### src/qgpo_map.svh
`ifndef QGPO_MAP_SVH
`define QGPO_MAP_SVH

// Clock period of mclk
`define QGPO_CLK_NS 100

// Resolution select codes
`define QGPO_RES_0P5UM 2'h0
`define QGPO_RES_1UM 2'h1
`define QGPO_RES_5UM 2'h2

// Least edge intervals, rounded up to whole cycles
`define QGPO_TR_0P5_NS 1000
`define QGPO_TR_1_NS 500
`define QGPO_TR_5_NS 1000
`define QGPO_TB_NS 200
`define QGPO_TE_NS 200
`define QGPO_TR_0P5_CYC ((`QGPO_TR_0P5_NS + `QGPO_CLK_NS - 1) / `QGPO_CLK_NS)
`define QGPO_TR_1_CYC ((`QGPO_TR_1_NS + `QGPO_CLK_NS - 1) / `QGPO_CLK_NS)
`define QGPO_TR_5_CYC ((`QGPO_TR_5_NS + `QGPO_CLK_NS - 1) / `QGPO_CLK_NS)
`define QGPO_TB_CYC ((`QGPO_TB_NS + `QGPO_CLK_NS - 1) / `QGPO_CLK_NS)
`define QGPO_TE_CYC ((`QGPO_TE_NS + `QGPO_CLK_NS - 1) / `QGPO_CLK_NS)

// Longest catch-up delays, rounded down to whole cycles
`define QGPO_RT3_DLY_NS 1000
`define QGPO_RT2_DLY_NS 2500
`define QGPO_BST1_DLY_NS 5000
`define QGPO_BST2_DLY_NS 10000
`define QGPO_RT3_DLY_CYC (`QGPO_RT3_DLY_NS / `QGPO_CLK_NS)
`define QGPO_RT2_DLY_CYC (`QGPO_RT2_DLY_NS / `QGPO_CLK_NS)
`define QGPO_BST1_DLY_CYC (`QGPO_BST1_DLY_NS / `QGPO_CLK_NS)
`define QGPO_BST2_DLY_CYC (`QGPO_BST2_DLY_NS / `QGPO_CLK_NS)

// Reset values
`define QGPO_POS_RST 16'h0000

`endif

### src/qgpo_pkg.sv
package qgpo_pkg;

    typedef enum logic [2:0] {
        QGPO_RT = 3'h1,
        QGPO_BURST = 3'h2,
        QGPO_ERR = 3'h4
    } qgpo_mode_e;

    typedef logic [15:0] qgpo_pos_t;

    // Differential channel pairs, true polarity only, plus the single-ended alarm line
    typedef struct packed {
        logic pa;
        logic pb;
        logic pz;
        logic alarm;
    } qgpo_line_s;

    typedef struct packed {
        qgpo_mode_e mode;
        qgpo_pos_t target;
        qgpo_pos_t out_pos;
        logic [7:0] tmr;
        logic rev;
        logic last_dir;
        logic err_lvl;
        qgpo_line_s line;
    } qgpo_state_s;

    typedef struct packed {
        logic [7:0] cnt;
    } qgpo_spc_state_s;

endpackage

### src/qgpo_spacer.sv
`timescale 1ns/1ps
`default_nettype none

// Counts cycles since the last emitted edge; ready once the limit is met
module qgpo_spacer
(
    // Clock and reset
    input wire logic mclk,
    input wire logic rst_sync_b,
    // Edge in, spacing out
    input wire logic edge_p,
    input wire logic [7:0] limit,
    output logic ready
);

    qgpo_pkg::qgpo_spc_state_s st_reg;
    qgpo_pkg::qgpo_spc_state_s st_next;

    always_comb
    begin
        st_next = st_reg;
        if (edge_p)
        begin
            st_next.cnt = 8'h01;
        end
        else if (st_reg.cnt != 8'hFF)
        begin
            st_next.cnt = st_reg.cnt + 8'h01;
        end
    end

    always_ff @(posedge mclk or negedge rst_sync_b)
    begin
        if (!rst_sync_b)
        begin
            // Start saturated so the first edge is not held back
            st_reg <= '{cnt: 8'hFF};
        end
        else
        begin
            st_reg <= st_next;
        end
    end

    assign ready = (st_reg.cnt >= limit);

endmodule

`default_nettype wire

### src/qgpo_gen.sv
// Summary of operation
// - Drive A and B square waves a quarter period apart.
// - A leads B on retraction, B leads A on extension.
// - One quadrature period spans four resolution steps.
// - Real-time edges follow the spindle, spaced by the real-time interval.
// - Three-mode real-time output catches up within 1us.
// - Beyond the real-time limit, emit clocked burst edges at shorter spacing.
// - Burst catches up within 5us one way, 10us with reversal.
// - Overspeed or disturbance enters error mode with A and B in step.
// - Error-mode pulses last at least the error minimum width.
// - Two-mode group has no burst, catches up within 2.5us.
// - Two-mode group enters error mode on overspeed or disturbance.
// - Output delay is time until emitted count matches the position.
// - Alarm condition produces the same error-mode pattern on the outputs as a disturbance.
// - Origin variant adds a differential origin-mark channel.
// - Factory option adds a separate alarm line.
`timescale 1ns/1ps
`include "qgpo_map.svh"
`default_nettype none

module qgpo_gen
(
    // Clock and reset
    input wire logic mclk,
    input wire logic rst_b,
    // Configuration straps
    input wire logic three_mode,
    input wire logic [1:0] res_sel,
    input wire logic origin_en,
    input wire logic alarm_line_en,
    input wire logic [15:0] origin_pos,
    // Detector events
    input wire logic pos_step,
    input wire logic pos_extend,
    input wire logic disturb,
    input wire logic alarm_in,
    // Differential line outputs and single-ended alarm line
    output logic pha_p,
    output logic pha_n,
    output logic phb_p,
    output logic phb_n,
    output logic phz_p,
    output logic phz_n,
    output logic alarm_out,
    // Status
    output logic err_mode
);

    ////////////////////////////////////////////////////////////////////////
    logic [1:0] rst_pipe;
    logic rst_sync_b;

    always_ff @(posedge mclk or negedge rst_b)
    begin
        if (!rst_b)
        begin
            rst_pipe <= 2'h0;
        end
        else
        begin
            rst_pipe <= {rst_pipe[0], 1'b1};
        end
    end

    assign rst_sync_b = rst_pipe[1];

    ////////////////////////////////////////////////////////////////////////
    qgpo_pkg::qgpo_state_s st_reg;
    qgpo_pkg::qgpo_state_s st_next;
    logic edge_p;
    logic sp_ready;
    logic [7:0] limit;
    logic [15:0] gap;
    logic bad;

    qgpo_spacer u_spacer
    (
        .mclk(mclk),
        .rst_sync_b(rst_sync_b),
        .edge_p(edge_p),
        .limit(limit),
        .ready(sp_ready)
    );

    // Edge spacing per mode and resolution
    always_comb
    begin
        limit = 8'(`QGPO_TR_1_CYC);
        if (st_reg.mode == qgpo_pkg::QGPO_ERR)
        begin
            limit = 8'(`QGPO_TE_CYC);
        end
        else if (st_reg.mode == qgpo_pkg::QGPO_BURST)
        begin
            limit = 8'(`QGPO_TB_CYC);
        end
        else if (res_sel == `QGPO_RES_0P5UM)
        begin
            limit = 8'(`QGPO_TR_0P5_CYC);
        end
        else if (res_sel == `QGPO_RES_5UM)
        begin
            limit = 8'(`QGPO_TR_5_CYC);
        end
    end

    // Gap is the unemitted count; its age is the output delay
    assign gap = st_reg.target - st_reg.out_pos;
    assign bad = disturb | alarm_in;

    always_comb
    begin
        st_next = st_reg;
        edge_p = 1'b0;
        // Retraction counts up so that A leads
        if (pos_step)
        begin
            st_next.target = pos_extend ? st_reg.target - 16'h0001
                                        : st_reg.target + 16'h0001;
            st_next.last_dir = pos_extend;
            if (gap != 16'h0000 && pos_extend != st_reg.last_dir)
            begin
                st_next.rev = 1'b1;
            end
        end
        if (gap == 16'h0000)
        begin
            st_next.tmr = 8'h00;
            st_next.rev = 1'b0;
        end
        else if (st_reg.tmr != 8'hFF)
        begin
            st_next.tmr = st_reg.tmr + 8'h01;
        end
        case (st_reg.mode)
            qgpo_pkg::QGPO_RT:
            begin
                if (bad)
                begin
                    st_next.mode = qgpo_pkg::QGPO_ERR;
                    st_next.err_lvl = 1'b0;
                    edge_p = 1'b1;
                end
                else if (three_mode && st_reg.tmr >= 8'(`QGPO_RT3_DLY_CYC))
                begin
                    st_next.mode = qgpo_pkg::QGPO_BURST;
                end
                else if (!three_mode &&
                         st_reg.tmr >= 8'(`QGPO_RT2_DLY_CYC))
                begin
                    st_next.mode = qgpo_pkg::QGPO_ERR;
                    st_next.err_lvl = 1'b0;
                    edge_p = 1'b1;
                end
                else if (sp_ready && gap != 16'h0000)
                begin
                    st_next.out_pos = gap[15] ? st_reg.out_pos - 16'h0001
                                              : st_reg.out_pos + 16'h0001;
                    edge_p = 1'b1;
                end
            end
            qgpo_pkg::QGPO_BURST:
            begin
                if (bad || st_reg.tmr >= (st_reg.rev ?
                        8'(`QGPO_BST2_DLY_CYC) : 8'(`QGPO_BST1_DLY_CYC)))
                begin
                    st_next.mode = qgpo_pkg::QGPO_ERR;
                    st_next.err_lvl = 1'b0;
                    edge_p = 1'b1;
                end
                else if (gap == 16'h0000)
                begin
                    st_next.mode = qgpo_pkg::QGPO_RT;
                end
                else if (sp_ready)
                begin
                    st_next.out_pos = gap[15] ? st_reg.out_pos - 16'h0001
                                              : st_reg.out_pos + 16'h0001;
                    edge_p = 1'b1;
                end
            end
            qgpo_pkg::QGPO_ERR:
            begin
                // Leave only from a low level so no pulse is cut short
                if (sp_ready)
                begin
                    if (!bad && !st_reg.err_lvl)
                    begin
                        st_next.mode = qgpo_pkg::QGPO_RT;
                        st_next.out_pos = st_next.target;
                        st_next.tmr = 8'h00;
                        st_next.rev = 1'b0;
                    end
                    else
                    begin
                        st_next.err_lvl = ~st_reg.err_lvl;
                    end
                    edge_p = 1'b1;
                end
            end
            default:
            begin
                st_next.mode = qgpo_pkg::QGPO_ERR;
            end
        endcase
        // Line levels, error pattern forces A and B together
        if (st_next.mode == qgpo_pkg::QGPO_ERR)
        begin
            st_next.line.pa = st_next.err_lvl;
            st_next.line.pb = st_next.err_lvl;
            st_next.line.pz = 1'b0;
        end
        else
        begin
            st_next.line.pa = st_next.out_pos[1] ^ st_next.out_pos[0];
            st_next.line.pb = st_next.out_pos[1];
            st_next.line.pz = origin_en &&
                              (st_next.out_pos == origin_pos);
        end
        st_next.line.alarm = alarm_line_en &&
                             (st_next.mode == qgpo_pkg::QGPO_ERR);
    end

    always_ff @(posedge mclk or negedge rst_sync_b)
    begin
        if (!rst_sync_b)
        begin
            st_reg <= '{mode: qgpo_pkg::QGPO_RT, target: `QGPO_POS_RST,
                        out_pos: `QGPO_POS_RST, tmr: 8'h00, rev: 1'b0,
                        last_dir: 1'b0, err_lvl: 1'b0,
                        line: '{pa: 1'b0, pb: 1'b0, pz: 1'b0, alarm: 1'b0}};
        end
        else
        begin
            st_reg <= st_next;
        end
    end

    assign pha_p = st_reg.line.pa;
    assign pha_n = ~st_reg.line.pa;
    assign phb_p = st_reg.line.pb;
    assign phb_n = ~st_reg.line.pb;
    assign phz_p = st_reg.line.pz;
    assign phz_n = ~st_reg.line.pz;
    assign alarm_out = st_reg.line.alarm;
    assign err_mode = (st_reg.mode == qgpo_pkg::QGPO_ERR);

    ////////////////////////////////////////////////////////////////////////
    // Checks

    a_quad_one_bit: assert property (@(posedge mclk) disable iff (!rst_sync_b)
        (st_reg.mode != qgpo_pkg::QGPO_ERR &&
         $past(st_reg.mode) != qgpo_pkg::QGPO_ERR) |->
        !($changed(st_reg.line.pa) && $changed(st_reg.line.pb)))
        else $error("both phases moved outside error mode");

    a_phase_map: assert property (@(posedge mclk) disable iff (!rst_sync_b)
        (st_reg.mode != qgpo_pkg::QGPO_ERR) |->
        (st_reg.line.pa == (st_reg.out_pos[1] ^ st_reg.out_pos[0]) &&
         st_reg.line.pb == st_reg.out_pos[1]))
        else $error("phase levels do not match count");

    a_edge_spacing: assert property (@(posedge mclk) disable iff (!rst_sync_b)
        (st_reg.mode == qgpo_pkg::QGPO_RT &&
         $changed(st_reg.out_pos)) |=> !$changed(st_reg.out_pos))
        else $error("real-time edges too close");

    a_rt_catchup: assert property (@(posedge mclk) disable iff (!rst_sync_b)
        (three_mode && st_reg.mode == qgpo_pkg::QGPO_RT && !bad &&
         st_reg.tmr >= 8'(`QGPO_RT3_DLY_CYC)) |=>
        (st_reg.mode == qgpo_pkg::QGPO_BURST))
        else $error("real-time delay exceeded without burst");

    a_burst_bound: assert property (@(posedge mclk) disable iff (!rst_sync_b)
        (st_reg.mode == qgpo_pkg::QGPO_BURST) |->
        (st_reg.tmr <= 8'(`QGPO_BST2_DLY_CYC)))
        else $error("burst catch-up too slow");

    a_err_sync: assert property (@(posedge mclk) disable iff (!rst_sync_b)
        (st_reg.mode == qgpo_pkg::QGPO_ERR) |->
        (st_reg.line.pa == st_reg.line.pb))
        else $error("phases not in step during error");

    a_err_width: assert property (@(posedge mclk) disable iff (!rst_sync_b)
        (st_reg.mode == qgpo_pkg::QGPO_ERR && $rose(st_reg.line.pa)) |=>
        st_reg.line.pa)
        else $error("error pulse shorter than minimum");

    a_no_burst2: assert property (@(posedge mclk) disable iff (!rst_sync_b)
        !three_mode |=> (st_reg.mode != qgpo_pkg::QGPO_BURST ||
                         $past(st_reg.mode) == qgpo_pkg::QGPO_BURST))
        else $error("burst entered by two-mode group");

    a_alarm_entry: assert property (@(posedge mclk) disable iff (!rst_sync_b)
        $rose(alarm_in) |-> ##[1:2] (st_reg.mode == qgpo_pkg::QGPO_ERR))
        else $error("alarm did not start error pattern");

    a_origin_mark: assert property (@(posedge mclk) disable iff (!rst_sync_b)
        (st_reg.line.pz) |-> (st_reg.out_pos == $past(origin_pos) ||
                              st_reg.out_pos == origin_pos))
        else $error("origin mark away from origin");

    a_alarm_line: assert property (@(posedge mclk) disable iff (!rst_sync_b)
        alarm_out == (alarm_line_en && err_mode) ||
        alarm_line_en != $past(alarm_line_en))
        else $error("alarm line disagrees with error mode");

endmodule

`default_nettype wire

### config.mk
export PLATFORM = sky130hd
export DESIGN_NAME = qgpo_gen
export DESIGN_NICKNAME = d
export VERILOG_FILES = /design/src/qgpo_pkg.sv /design/src/qgpo_spacer.sv /design/src/qgpo_gen.sv
export VERILOG_INCLUDE_DIRS = /design/src
export SDC_FILE = /design/constraint.sdc
export NUM_CORES = 1
export LEC_CHECK = 0
export BUFFER_PORTS_ARGS = -buffer_cell sky130_fd_sc_hd__buf_2
export CAP_MARGIN = 20
export CORE_MARGIN = 2
export CORE_UTILIZATION = 49
export CTS_CLUSTER_SIZE = 40
export DETAILED_ROUTE_END_ITERATION = 12
export GPL_TIMING_DRIVEN = 0
export PLACE_DENSITY_LB_ADDON = 0.08
export SYNTH_ARGS = -nofsm -noshare
export SYNTH_HDL_FRONTEND = slang
export SYNTH_SLANG_ARGS = --single-unit
### constraint.sdc
create_clock -name mclk -period 2.55 [get_ports mclk]
set_input_delay 0.6375 -clock mclk [delete_from_list [all_inputs] [get_ports mclk]]
set_output_delay 0.6375 -clock mclk [all_outputs]
set_load 0.01 [all_outputs]
==> impl_metrics.yaml, run 1 <==
layout:
  nets: 932
  largest_register_ffs: 46
  drive_above_1_share: 0.387
  fin_area_um2: 8350
  area_growth_pct: 41.6
  diodes: 0
  fin_util: 0.704
logic_synthesis:
  synth_compound_area_frac: 0.253
  synth.distinct_cells: 76
  synthSimpleGateAreaFrac: 0.219
  synth_seq_area_share: 0.257
  synth_top_family_by_area: "compound AO/OA/AOI/OAI gates"
  synth_warnings: 0
  synth_xor_area_frac: 0.0713
  syn_inst: 709
  synth_ff_type: "dfrtp_1"
  syn-cell-area_um2: 5890
  synth-seq-cells: 60
  synth-adder-area-share: 0.128
  synth_mux_area_frac: 0.0304
  syn_nets: 795
  syn-mean-instance-area_um2: 8.31
  async_reset_ff_frac: 1.00
  synth_edf_count: 0
grt:
  grt_pass1_wl_um: 30700
  grt_pass1_vias: 6124
  grt-ovfl-total: 0
  grt_max_degree: 35
  antenna_found_initial: 0
  grt_use_total: 0.303
timing:
  setup-tns-final_ns: -32.78
  rsz0062_at_grt: "true"
  fmax_mhz: 208
  fin_crit_ns: 4.82
  finalClockSkew_ns: 0.00726
  hold_viol: 0
  setup_ws_ns: -2.27
  worst-slew-pin-transition_ns: 1.05
  finalCritPeriodShare: 1.89
  setup_violations: 40
  slew_viol_final: 0
  slew_headroom: 0.289
die:
  ios: 35
  fp.dieW_um: 114
  die_area_um2: 12900
  start_util: 0.497
  fp.coreArea_um2: 11900
  num_rows: 40
  die_height_um: 114
clocking:
  h-tree-depth: 3
  numCtsBuffers: 9
  clk_pin_slew_ns: 0.06
  tritoncts: "yes"
  clk_path_buf_depth: 2
  clockRootBuffer: "clkbuf_16"
  insertion_delay_ns: 0.34
  cts_sinks: 60
drt:
  routed_via_density: 6.26
  antenna_left: 0
  first_iter_violations: 394
  drc_errors: 0
  drt_pass1_iterations: 5
  num_vias: 6249
  wl_per_cell_um: 19.7
  wirelength_um: 19700
placed_design:
  pre_cts_ws_ns: -2.97
  gp_congestion: 0.943
  post_dp_cell_area_um2: 6550
  dpl.hpwl_um: 13500
  numPortBuffers: 33
status:
  violations: "setup timing"
  status: "finished, violations left"
worst_setup_path:
  required_ns: 2.80
  crit_slowest_cell: "dfrtp_2"
  slowest_delay_ns: 0.40
  critical_path.cell_chain: "inv_2 > ha_4 > nor2_4 > a211oi_4 > o21ai_4 > a31o_4 > nor3_4 > nor2_4 > buf_6 > fa_2 > a21o_1 > a32oi_2 > a31oi_2 > and4_1 > or3_1 > a21oi_2 > xnor2_1 > a221o_1 > xor2_1 > a311oi_1 > nand4_1 > nor4_2"
  crit_top_cell: "nor2_4"
  worst-path-buf-inv: 2
  worstSetupPathType: "flip-flop to flip-flop"
  arrival_ns: 5.07
  startpoint_type: "flip-flop"
  path_delay_family: "compound AO/OA/AOI/OAI gates"
  cp_max_fo: 7
  cp-end-kind: "flip-flop"
hold_path:
  hp-class: "input pin to async pin"
run:
  maxCapViolations: 0
-- Yosys cell counts, types with 8 or more instances --
cell,n,area share
a21o_1,16,0.020
nor3_1,21,0.018
or3_1,10,0.011
inv_1,47,0.030
a21oi_1,57,0.048
o21ai_0,35,0.030
nand2b_1,10,0.011
and2_1,9,0.0096
dfrtp_1,51,0.22
and3_1,10,0.011
a221o_1,8,0.014
mux2_2,11,0.021
a211oi_1,13,0.017
nor2b_1,9,0.0096
o211ai_1,11,0.014
ha_1,57,0.12
xnor2_1,33,0.049
xor2_1,15,0.022
dfstp_2,9,0.040
clkbuf_1,10,0.0064
a31oi_1,10,0.011
nand2_1,49,0.031
nand4_1,13,0.014
nor2_1,51,0.032
nand3_1,27,0.023
o21a_1,9,0.011
-- per-stage QoR --
step                      hold slack (ns)  std cells
after floorplan                     0.331        709
after global placement              0.341        889
after detailed placement            0.304        890
after CTS                          0.0628        978
after global routing               0.0662        998
final                              0.0664        998
-- cell type report --
| cell class | instances | area, µm² |
|---|---|---|
| Tap cell | 147 | 184 |
| Timing Repair Buffer | 131 | 1010 |
| Buffer | 9 | 63.8 |
| Clock buffer | 10 | 229 |
| Sequential cell | 60 | 1520 |
| Inverter | 47 | 184 |
| Multi-Input combinational cell | 588 | 5090 |
| Fill cell | 905 | 3520 |
| Clock inverter | 6 | 65.1 |
-- logic make-up after synthesis --
family / count (synthesis)
AND/OR/NAND/NOR: 245
other: 1
adder cells (fa/ha/maj): 59
buffers and inverters: 62
AO/OA/AOI/OAI: 218
multiplexers: 16
flip-flops: 60
XOR/XNOR: 48
-- routing by layer --
metal / up-vias / share of wire / global-route usage / wire (µm)
met4: 0 / 0.050 / 0.186 / 993
li1: 2933 / - / - / -
met5: - / 0 / 0 / 0
met3: 65 / 0.062 / 0.0462 / 1220
met2: 243 / 0.49 / 0.502 / 9560
met1: 3008 / 0.40 / 0.373 / 7910
-- placed cells by master (no fill, tap or decap), types with 7 or more instances in the layout --
| cell | Yosys | final |
|---|---|---|
| o21ai_0 | 35 | 24 |
| a221o_1 | 8 | 8 |
| o211ai_1 | 11 | 11 |
| nor2_1 | 51 | 40 |
| or3_1 | 10 | 8 |
| inv_1 | 47 | 35 |
| nand2b_1 | 10 | 7 |
| dfrtp_2 | 0 | 9 |
| a21oi_1 | 57 | 39 |
| xor2_1 | 15 | 15 |
| inv_2 | 0 | 10 |
| ha_1 | 57 | 32 |
| ha_4 | 0 | 25 |
| nor2b_1 | 9 | 8 |
| nand4_1 | 13 | 13 |
| a21oi_2 | 1 | 13 |
| buf_2 | 3 | 33 |
| and2_1 | 9 | 9 |
| o21bai_1 | 7 | 7 |
| nand2_1 | 49 | 42 |
| o21ai_2 | 0 | 7 |
| dfstp_2 | 9 | 9 |
| buf_4 | 0 | 75 |
| mux2_2 | 11 | 11 |
| a31oi_1 | 10 | 8 |
| nand3_1 | 27 | 25 |
| o21a_1 | 9 | 7 |
| a21o_1 | 16 | 15 |
| dfrtp_1 | 51 | 42 |
| nor3_1 | 21 | 13 |
| a211oi_2 | 1 | 8 |
| xnor2_1 | 33 | 30 |
| clkbuf_16 | 0 | 9 |
| buf_6 | 1 | 23 |
| and3_1 | 10 | 9 |
-- path summary, 6_finish.rpt --
kind,from,endpoint,slack [ns],cells past startpoint
min,rst_b,rst_pipe[0],0.07,1
max,st_reg[17],phz_p,-2.27,22
min in group mclk,rst_pipe[0],rst_pipe[1],0.36,0
min reg2reg,rst_pipe[1],st_reg[12],0.28,0
max in group asynchronous,rst_pipe[1],u_spacer.st_reg[3],1.61,1
max reg2reg,st_reg[17],phz_p,-2.27,22
-- what timing repair did --
action | CTS | global route
setup buffers | 73 | 34
pin swaps | 51 | 46
endpoints found under the setup margin | 48 | 47
resized for setup | 120 | 70
cloned | 1 | 0
hold buffers | 0 | 0
Power of run 1 is not shown: default switching activity piles up to over one toggle a cycle in this logic, so the estimate is an artifact.
==> run 2, diff against run 1 <==
--- a/config.mk
+++ b/config.mk
@@ -6,6 +6,7 @@
 export SDC_FILE = /design/constraint.sdc
 export NUM_CORES = 1
 export LEC_CHECK = 0
+export ABC_AREA = 1
 export BUFFER_PORTS_ARGS = -buffer_cell sky130_fd_sc_hd__buf_2
 export CAP_MARGIN = 20
 export CORE_MARGIN = 2
==> run 2 against run 1 <==
Net effect: the run still ends with setup timing left; sequential cell count unchanged; non-clock buffer count down 32; area after synthesis up 7.7%; clock skew up 0.0015 ns; maximum frequency up 23%; clock-buffer cell count down 1; die area up 7.5%; worst hold slack worse by 0.0031 ns; cell count up 31%; first-iteration DRC count up 48%.
==> impl_metrics.yaml, run 2 <==
grt:
  grt-ovfl-total: 0
  grt_max_degree: 38
  grt_use_total: 0.279
  grt_pass1_vias: 6275
  grt_pass1_wl_um: 30700
  antenna_found_initial: 0
logic_synthesis:
  synth_area_leaders: "dfrtp_1, nand2_1, ha_1"
  synth_top_family_by_area: "simple AND/OR/NAND/NOR gates"
  synth.most_common_cell: "nand2_1"
  synthSimpleGateAreaFrac: 0.393
  syn_inst: 1016
  synth-seq-cells: 60
  yosysTopAreaCellShare: 0.201
  synth_ff_type: "dfrtp_1"
  synth_mux_area_frac: 0
  synth-adder-area-share: 0.119
  syn-mean-instance-area_um2: 6.25
  syn_nets: 1102
  synth_seq_area_share: 0.238
  synth_area_leader_cell: "dfrtp_1"
  async_reset_ff_frac: 1.00
  synth.distinct_cells: 39
  synth_xor_area_frac: 0.0400
  syn-cell-area_um2: 6350
  synth_edf_count: 0
  synth_warnings: 0
  synth_compound_area_frac: 0.0995
  synth.cells.most_frequent: "nand2_1, inv_1, nand3_1, nor2_1, a21oi_1"
clocking:
  clk_path_buf_depth: 2
  clk_pin_slew_ns: 0.06
  cts_sinks: 60
  insertion_delay_ns: 0.34
  numCtsBuffers: 9
  clockRootBuffer: "clkbuf_16"
  tritoncts: "yes"
  h-tree-depth: 3
die:
  num_rows: 41
  start_util: 0.503
  fp.coreArea_um2: 12600
  die_area_um2: 13900
  ios: 35
  fp.dieW_um: 118
  die_height_um: 118
placed_design:
  placedCellCount: 1222
  gp_congestion: 0.933
  dpl.hpwl_um: 14500
  numPortBuffers: 33
  post_dp_cell_area_um2: 7000
timing:
  setup_ws_ns: -1.38
  worst-slew-pin-transition_ns: 0.912
  rsz0062_at_grt: "true"
  hold-worst-slack_ns: 0.0633
  fmax_mhz: 254
  fin_crit_ns: 3.93
  slew_headroom: 0.392
  hold_viol: 0
  finalCritPeriodShare: 1.54
  slew_viol_final: 0
  finalClockSkew_ns: 0.00880
  setup_violations: 29
layout:
  nets: 1214
  drive_above_1_share: 0.324
  fin_area_um2: 8760
  largest_register_ffs: 46
  final_common_cell: "nand2_1"
  nFillCells: 1096
  diodes: 0
  fin_cells: 1305
  fin_util: 0.694
  layout_common_cells: "nand2_1, inv_1, nand3_1"
  area_growth_pct: 38.0
run:
  maxCapViolations: 0
worst_setup_path:
  required_ns: 2.82
  r2r_slack_ns: -1.38
  crit_slowest_cell: "dfrtp_2"
  slowest_delay_ns: 0.41
  timing.rr.end: "phz_p"
  cp-end-kind: "flip-flop"
  cp_max_fo: 7
  worstReg2RegStart: "st_reg[26]"
  arrival_ns: 4.20
  reg2regPathDepth: 29
  crit_top_cell: "nand2_1"
  worstSetupPathType: "flip-flop to flip-flop"
  startpoint_type: "flip-flop"
drt:
  drc_errors: 0
  wirelength_um: 20700
  drt_pass1_iterations: 6
  routed_via_density: 5.32
  first_iter_violations: 584
  wl_per_cell_um: 15.8
  num_vias: 6945
  antenna_left: 0
hold_path:
  hp-class: "input pin to async pin"
status:
  status: "finished, violations left"
  violations: "setup timing"
## run 2: changes by cell type after synthesis, moves of 10 or more
cell | before | now
a211oi_1 | 13 | 3
a21o_1 | 16 | 2
inv_1 | 47 | 168
mux2_2 | 11 | 0
nand2_1 | 49 | 324
nand2_2 | 0 | 13
nand2b_1 | 10 | 0
nand3_1 | 27 | 81
nor2_1 | 51 | 74
o211ai_1 | 11 | 0
or3_1 | 10 | 0
xnor2_1 | 33 | 12
## run 2: repair_timing
action                     in CTS  in global routing
cloned                          1                  1
hold buffers                    0                  0
setup buffers                  36                 31
setup endpoints to repair      42                 42
pin swaps                      26                 68
resized for setup              89                144
## run 2: final cells by class
cell class / instances / area (µm²) / share of cell area
Inverter: 175 / 669 / 0.0764
Timing Repair Buffer: 102 / 815 / 0.0929
Tap cell: 172 / 215 / 0.0246
Sequential cell: 60 / 1530 / 0.175
Buffer: 6 / 62.6 / 0.00714
Multi-Input combinational cell: 774 / 5150 / 0.587
Clock inverter: 7 / 98.8 / 0.0113
Clock buffer: 9 / 225 / 0.0257
## run 2: worst max-delay path, delay by kind of cell (launching register included)
kind | cells | cell delay [ns]
xor gates and xnor gates | 1 | 0.19
buffers and inverters | 3 | 0.42
adders and majority gates | 2 | 0.62
DFF | 1 | 0.41
and+or+nand+nor | 21 | 1.94
AOI/OAI and AO/OA | 2 | 0.27
## run 2: cells by family (layout without fill, tap and decap cells)
kind of cell	Yosys count	count (layout)
AOI/OAI and AO/OA	117	117
DFF	60	60
other	1	1
xor gates and xnor gates	29	29
adders and majority gates	59	59
buffers and inverters	182	299
and+or+nand+nor	568	568
## run 2: metal layers
metal | share of wire | GRT usage | vias to the layer above | wire length, µm
met2 | 0.46 | 0.442 | 235 | 9590
met1 | 0.44 | 0.381 | 3181 | 9050
met4 | 0.039 | 0.122 | 0 | 812
met3 | 0.058 | 0.0388 | 48 | 1210
li1 | - | - | 3481 | -
met5 | 0 | 0 | - | 0
## run 2: through the flow
step | setup slack, ns | setup TNS, ns
floorplan | -0.946 | -8.64
global placement | -1.86 | -34.17
detailed placement | -1.86 | -30.10
CTS | -1.20 | -13.35
global route | -1.61 | -23.69
finish | -1.38 | -18.29
## run 2: how the worst max path moves through the flow
stage | start | slack, ns | endpoint
after global routing | st_reg[19] | -1.61 | phz_p
after detailed placement | st_reg[22] | -1.86 | phz_p
after CTS | st_reg[44] | -1.20 | phz_p
final | st_reg[26] | -1.38 | phz_p
after floorplan | st_reg[17] | -0.95 | phz_p
after global placement | st_reg[22] | -1.86 | phz_p
Power of run 2 is left out for the same reason.
==> run 3, diff against run 2 <==
--- a/config.mk
+++ b/config.mk
@@ -9,12 +9,15 @@
 export ABC_AREA = 1
 export BUFFER_PORTS_ARGS = -buffer_cell sky130_fd_sc_hd__buf_2
 export CAP_MARGIN = 20
+export CELL_PAD_IN_SITES_DETAIL_PLACEMENT = 0
+export CELL_PAD_IN_SITES_GLOBAL_PLACEMENT = 1
 export CORE_MARGIN = 2
-export CORE_UTILIZATION = 49
+export CORE_UTILIZATION = 45
 export CTS_CLUSTER_SIZE = 40
 export DETAILED_ROUTE_END_ITERATION = 12
 export GPL_TIMING_DRIVEN = 0
 export PLACE_DENSITY_LB_ADDON = 0.08
+export SLEW_MARGIN = 20
 export SYNTH_ARGS = -nofsm -noshare
 export SYNTH_HDL_FRONTEND = slang
 export SYNTH_SLANG_ARGS = --single-unit
==> run 3 against run 2 <==
Net effect: the run still ends with setup timing left; register-to-register slack improved by 0.07 ns; via count fell by 1.6%; sequential cell count unchanged; sequential share of layout area rose by 0.42 points; global-route usage shrank 0.53 points; cell count grew 0.69%; critical path depth is 1 higher; setup slack better by 0.067 ns; cell area decreased by 1.9%; routed wire length shrank 2.1%; highest routed layer unchanged.
==> impl_metrics.yaml, run 3 (synthesis results as in run 2) <==
grt:
  grt_pass1_vias: 6349
  antenna_found_initial: 0
  grt_max_degree: 35
  grt_pass1_wl_um: 31700
  grt_use_total: 0.274
  grt-ovfl-total: 0
timing:
  fin_crit_ns: 3.87
  setup_ws_ns: -1.32
  finalCritPeriodShare: 1.52
  slew_viol_final: 0
  hold-worst-slack_ns: 0.0727
  fmax_mhz: 259
  hold_viol: 0
  setup_violations: 38
  slew_headroom: 0.610
  rsz0062_at_grt: "true"
  finalClockSkew_ns: 0.00864
  worst-slew-pin-transition_ns: 0.580
worst_setup_path:
  crit_top_cell: "nand2_1"
  reg2regPathDepth: 30
  required_ns: 2.80
  crit_slowest_cell: "dfrtp_1"
  startpoint_type: "flip-flop"
  worstReg2RegStart: "st_reg[29]"
  timing.rr.end: "phz_p"
  cp_max_fo: 9
  arrival_ns: 4.11
  worstSetupPathType: "flip-flop to flip-flop"
  slowest_delay_ns: 0.39
  r2r_slack_ns: -1.32
  cp-end-kind: "flip-flop"
drt:
  wl_per_cell_um: 15.4
  first_iter_violations: 366
  wirelength_um: 20200
  num_vias: 6835
  drt_pass1_iterations: 5
  routed_via_density: 5.20
  antenna_left: 0
  drc_errors: 0
layout:
  area_growth_pct: 35.4
  nFillCells: 1340
  final_common_cell: "nand2_1"
  fin_area_um2: 8590
  layout_common_cells: "nand2_1, inv_1, nand3_1"
  diodes: 0
  largest_register_ffs: 46
  nets: 1215
  drive_above_1_share: 0.302
clocking:
  clk_pin_slew_ns: 0.05
  insertion_delay_ns: 0.33
  hold_buffers: 0
  cts_sinks: 60
  tritoncts: "yes"
  clockRootBuffer: "clkbuf_16"
  numCtsBuffers: 9
  clk_path_buf_depth: 2
  h-tree-depth: 3
die:
  die_height_um: 123
  fp.coreArea_um2: 13800
  fp.dieW_um: 123
  num_rows: 43
  die_area_um2: 15100
  ios: 35
  start_util: 0.459
placed_design:
  dpl.hpwl_um: 14900
  post_dp_cell_area_um2: 7000
  numPortBuffers: 33
  gp_congestion: 0.916
status:
  status: "finished, violations left"
  violations: "setup timing"
run:
  maxCapViolations: 0
hold_path:
  hp-class: "input pin to async pin"
run 3: cell types whose count changed in the layout (fill, tap and decap cells not counted), sizes merged:
cell | previous run | this run
bufbuf | 0 | 1
bufinv | 2 | 0
clkbuf | 14 | 16
clkinvlp | 3 | 2
buf | 103 | 104
run 3: final cells by class:
class	instances	area (µm²)	share of cell area
Sequential cell	60	1540	0.179
Clock buffer	12	236	0.0275
Timing Repair Buffer	102	812	0.0945
Tap cell	180	225	0.0262
Buffer	7	81.3	0.00946
Multi-Input combinational cell	774	5010	0.583
Clock inverter	4	26.3	0.00306
Inverter	175	668	0.0778
run 3: worst max path at each step:
stage / startpoint / endpoint / slack, ns / depth (start not counted)
2_1_floorplan: st_reg[17] / phz_p / -0.95 / 31
3_3_place_gp: st_reg[23] / phz_p / -1.90 / 28
3_5_place_dp: st_reg[23] / phz_p / -1.90 / 28
4_1_cts: st_reg[26] / phz_p / -1.26 / 30
5_1_grt: st_reg[25] / phz_p / -1.52 / 30
6_report: st_reg[29] / phz_p / -1.32 / 30
run 3: metrics by stage:
step | utilization | setup slack, ns | setup TNS (ns) | instances
after floorplan | - | -0.946 | -8.64 | 1016
after global placement | 0.505 | -1.90 | -35.55 | 1229
after detailed placement | 0.506 | -1.90 | -31.12 | 1230
after CTS | 0.590 | -1.26 | -17.56 | 1296
after global routing | 0.621 | -1.52 | -24.98 | 1314
final | 0.621 | -1.32 | -19.30 | 1314
run 3: timing repair:
item | 4_1_cts | 5_1_grt
pin swaps | 37 | 48
resized for setup | 112 | 84
gates cloned | 2 | 0
endpoints found under the setup margin | 42 | 44
setup buffers | 48 | 18
run 3: critical path: cells and delay by family, from the launching register on:
| kind | cells | cell delay [ns] |
|---|---|---|
| AND/OR/NAND/NOR | 20 | 1.76 |
| adder cells (fa/ha/maj) | 2 | 0.56 |
| buffers and inverters | 5 | 0.53 |
| flip-flops | 1 | 0.39 |
| AO/OA/AOI/OAI | 2 | 0.38 |
| XOR/XNOR | 1 | 0.14 |
run 3: routing by layer:
layer  vias to the layer above  global-route usage  part of all wire
met5                         -                   0                 0
met4                         0               0.108             0.028
met3                        32              0.0325             0.043
met2                       148               0.459              0.49
met1                      3185               0.358              0.44
li1                       3470                   -                 -
Power of run 3 is left out for the same reason.
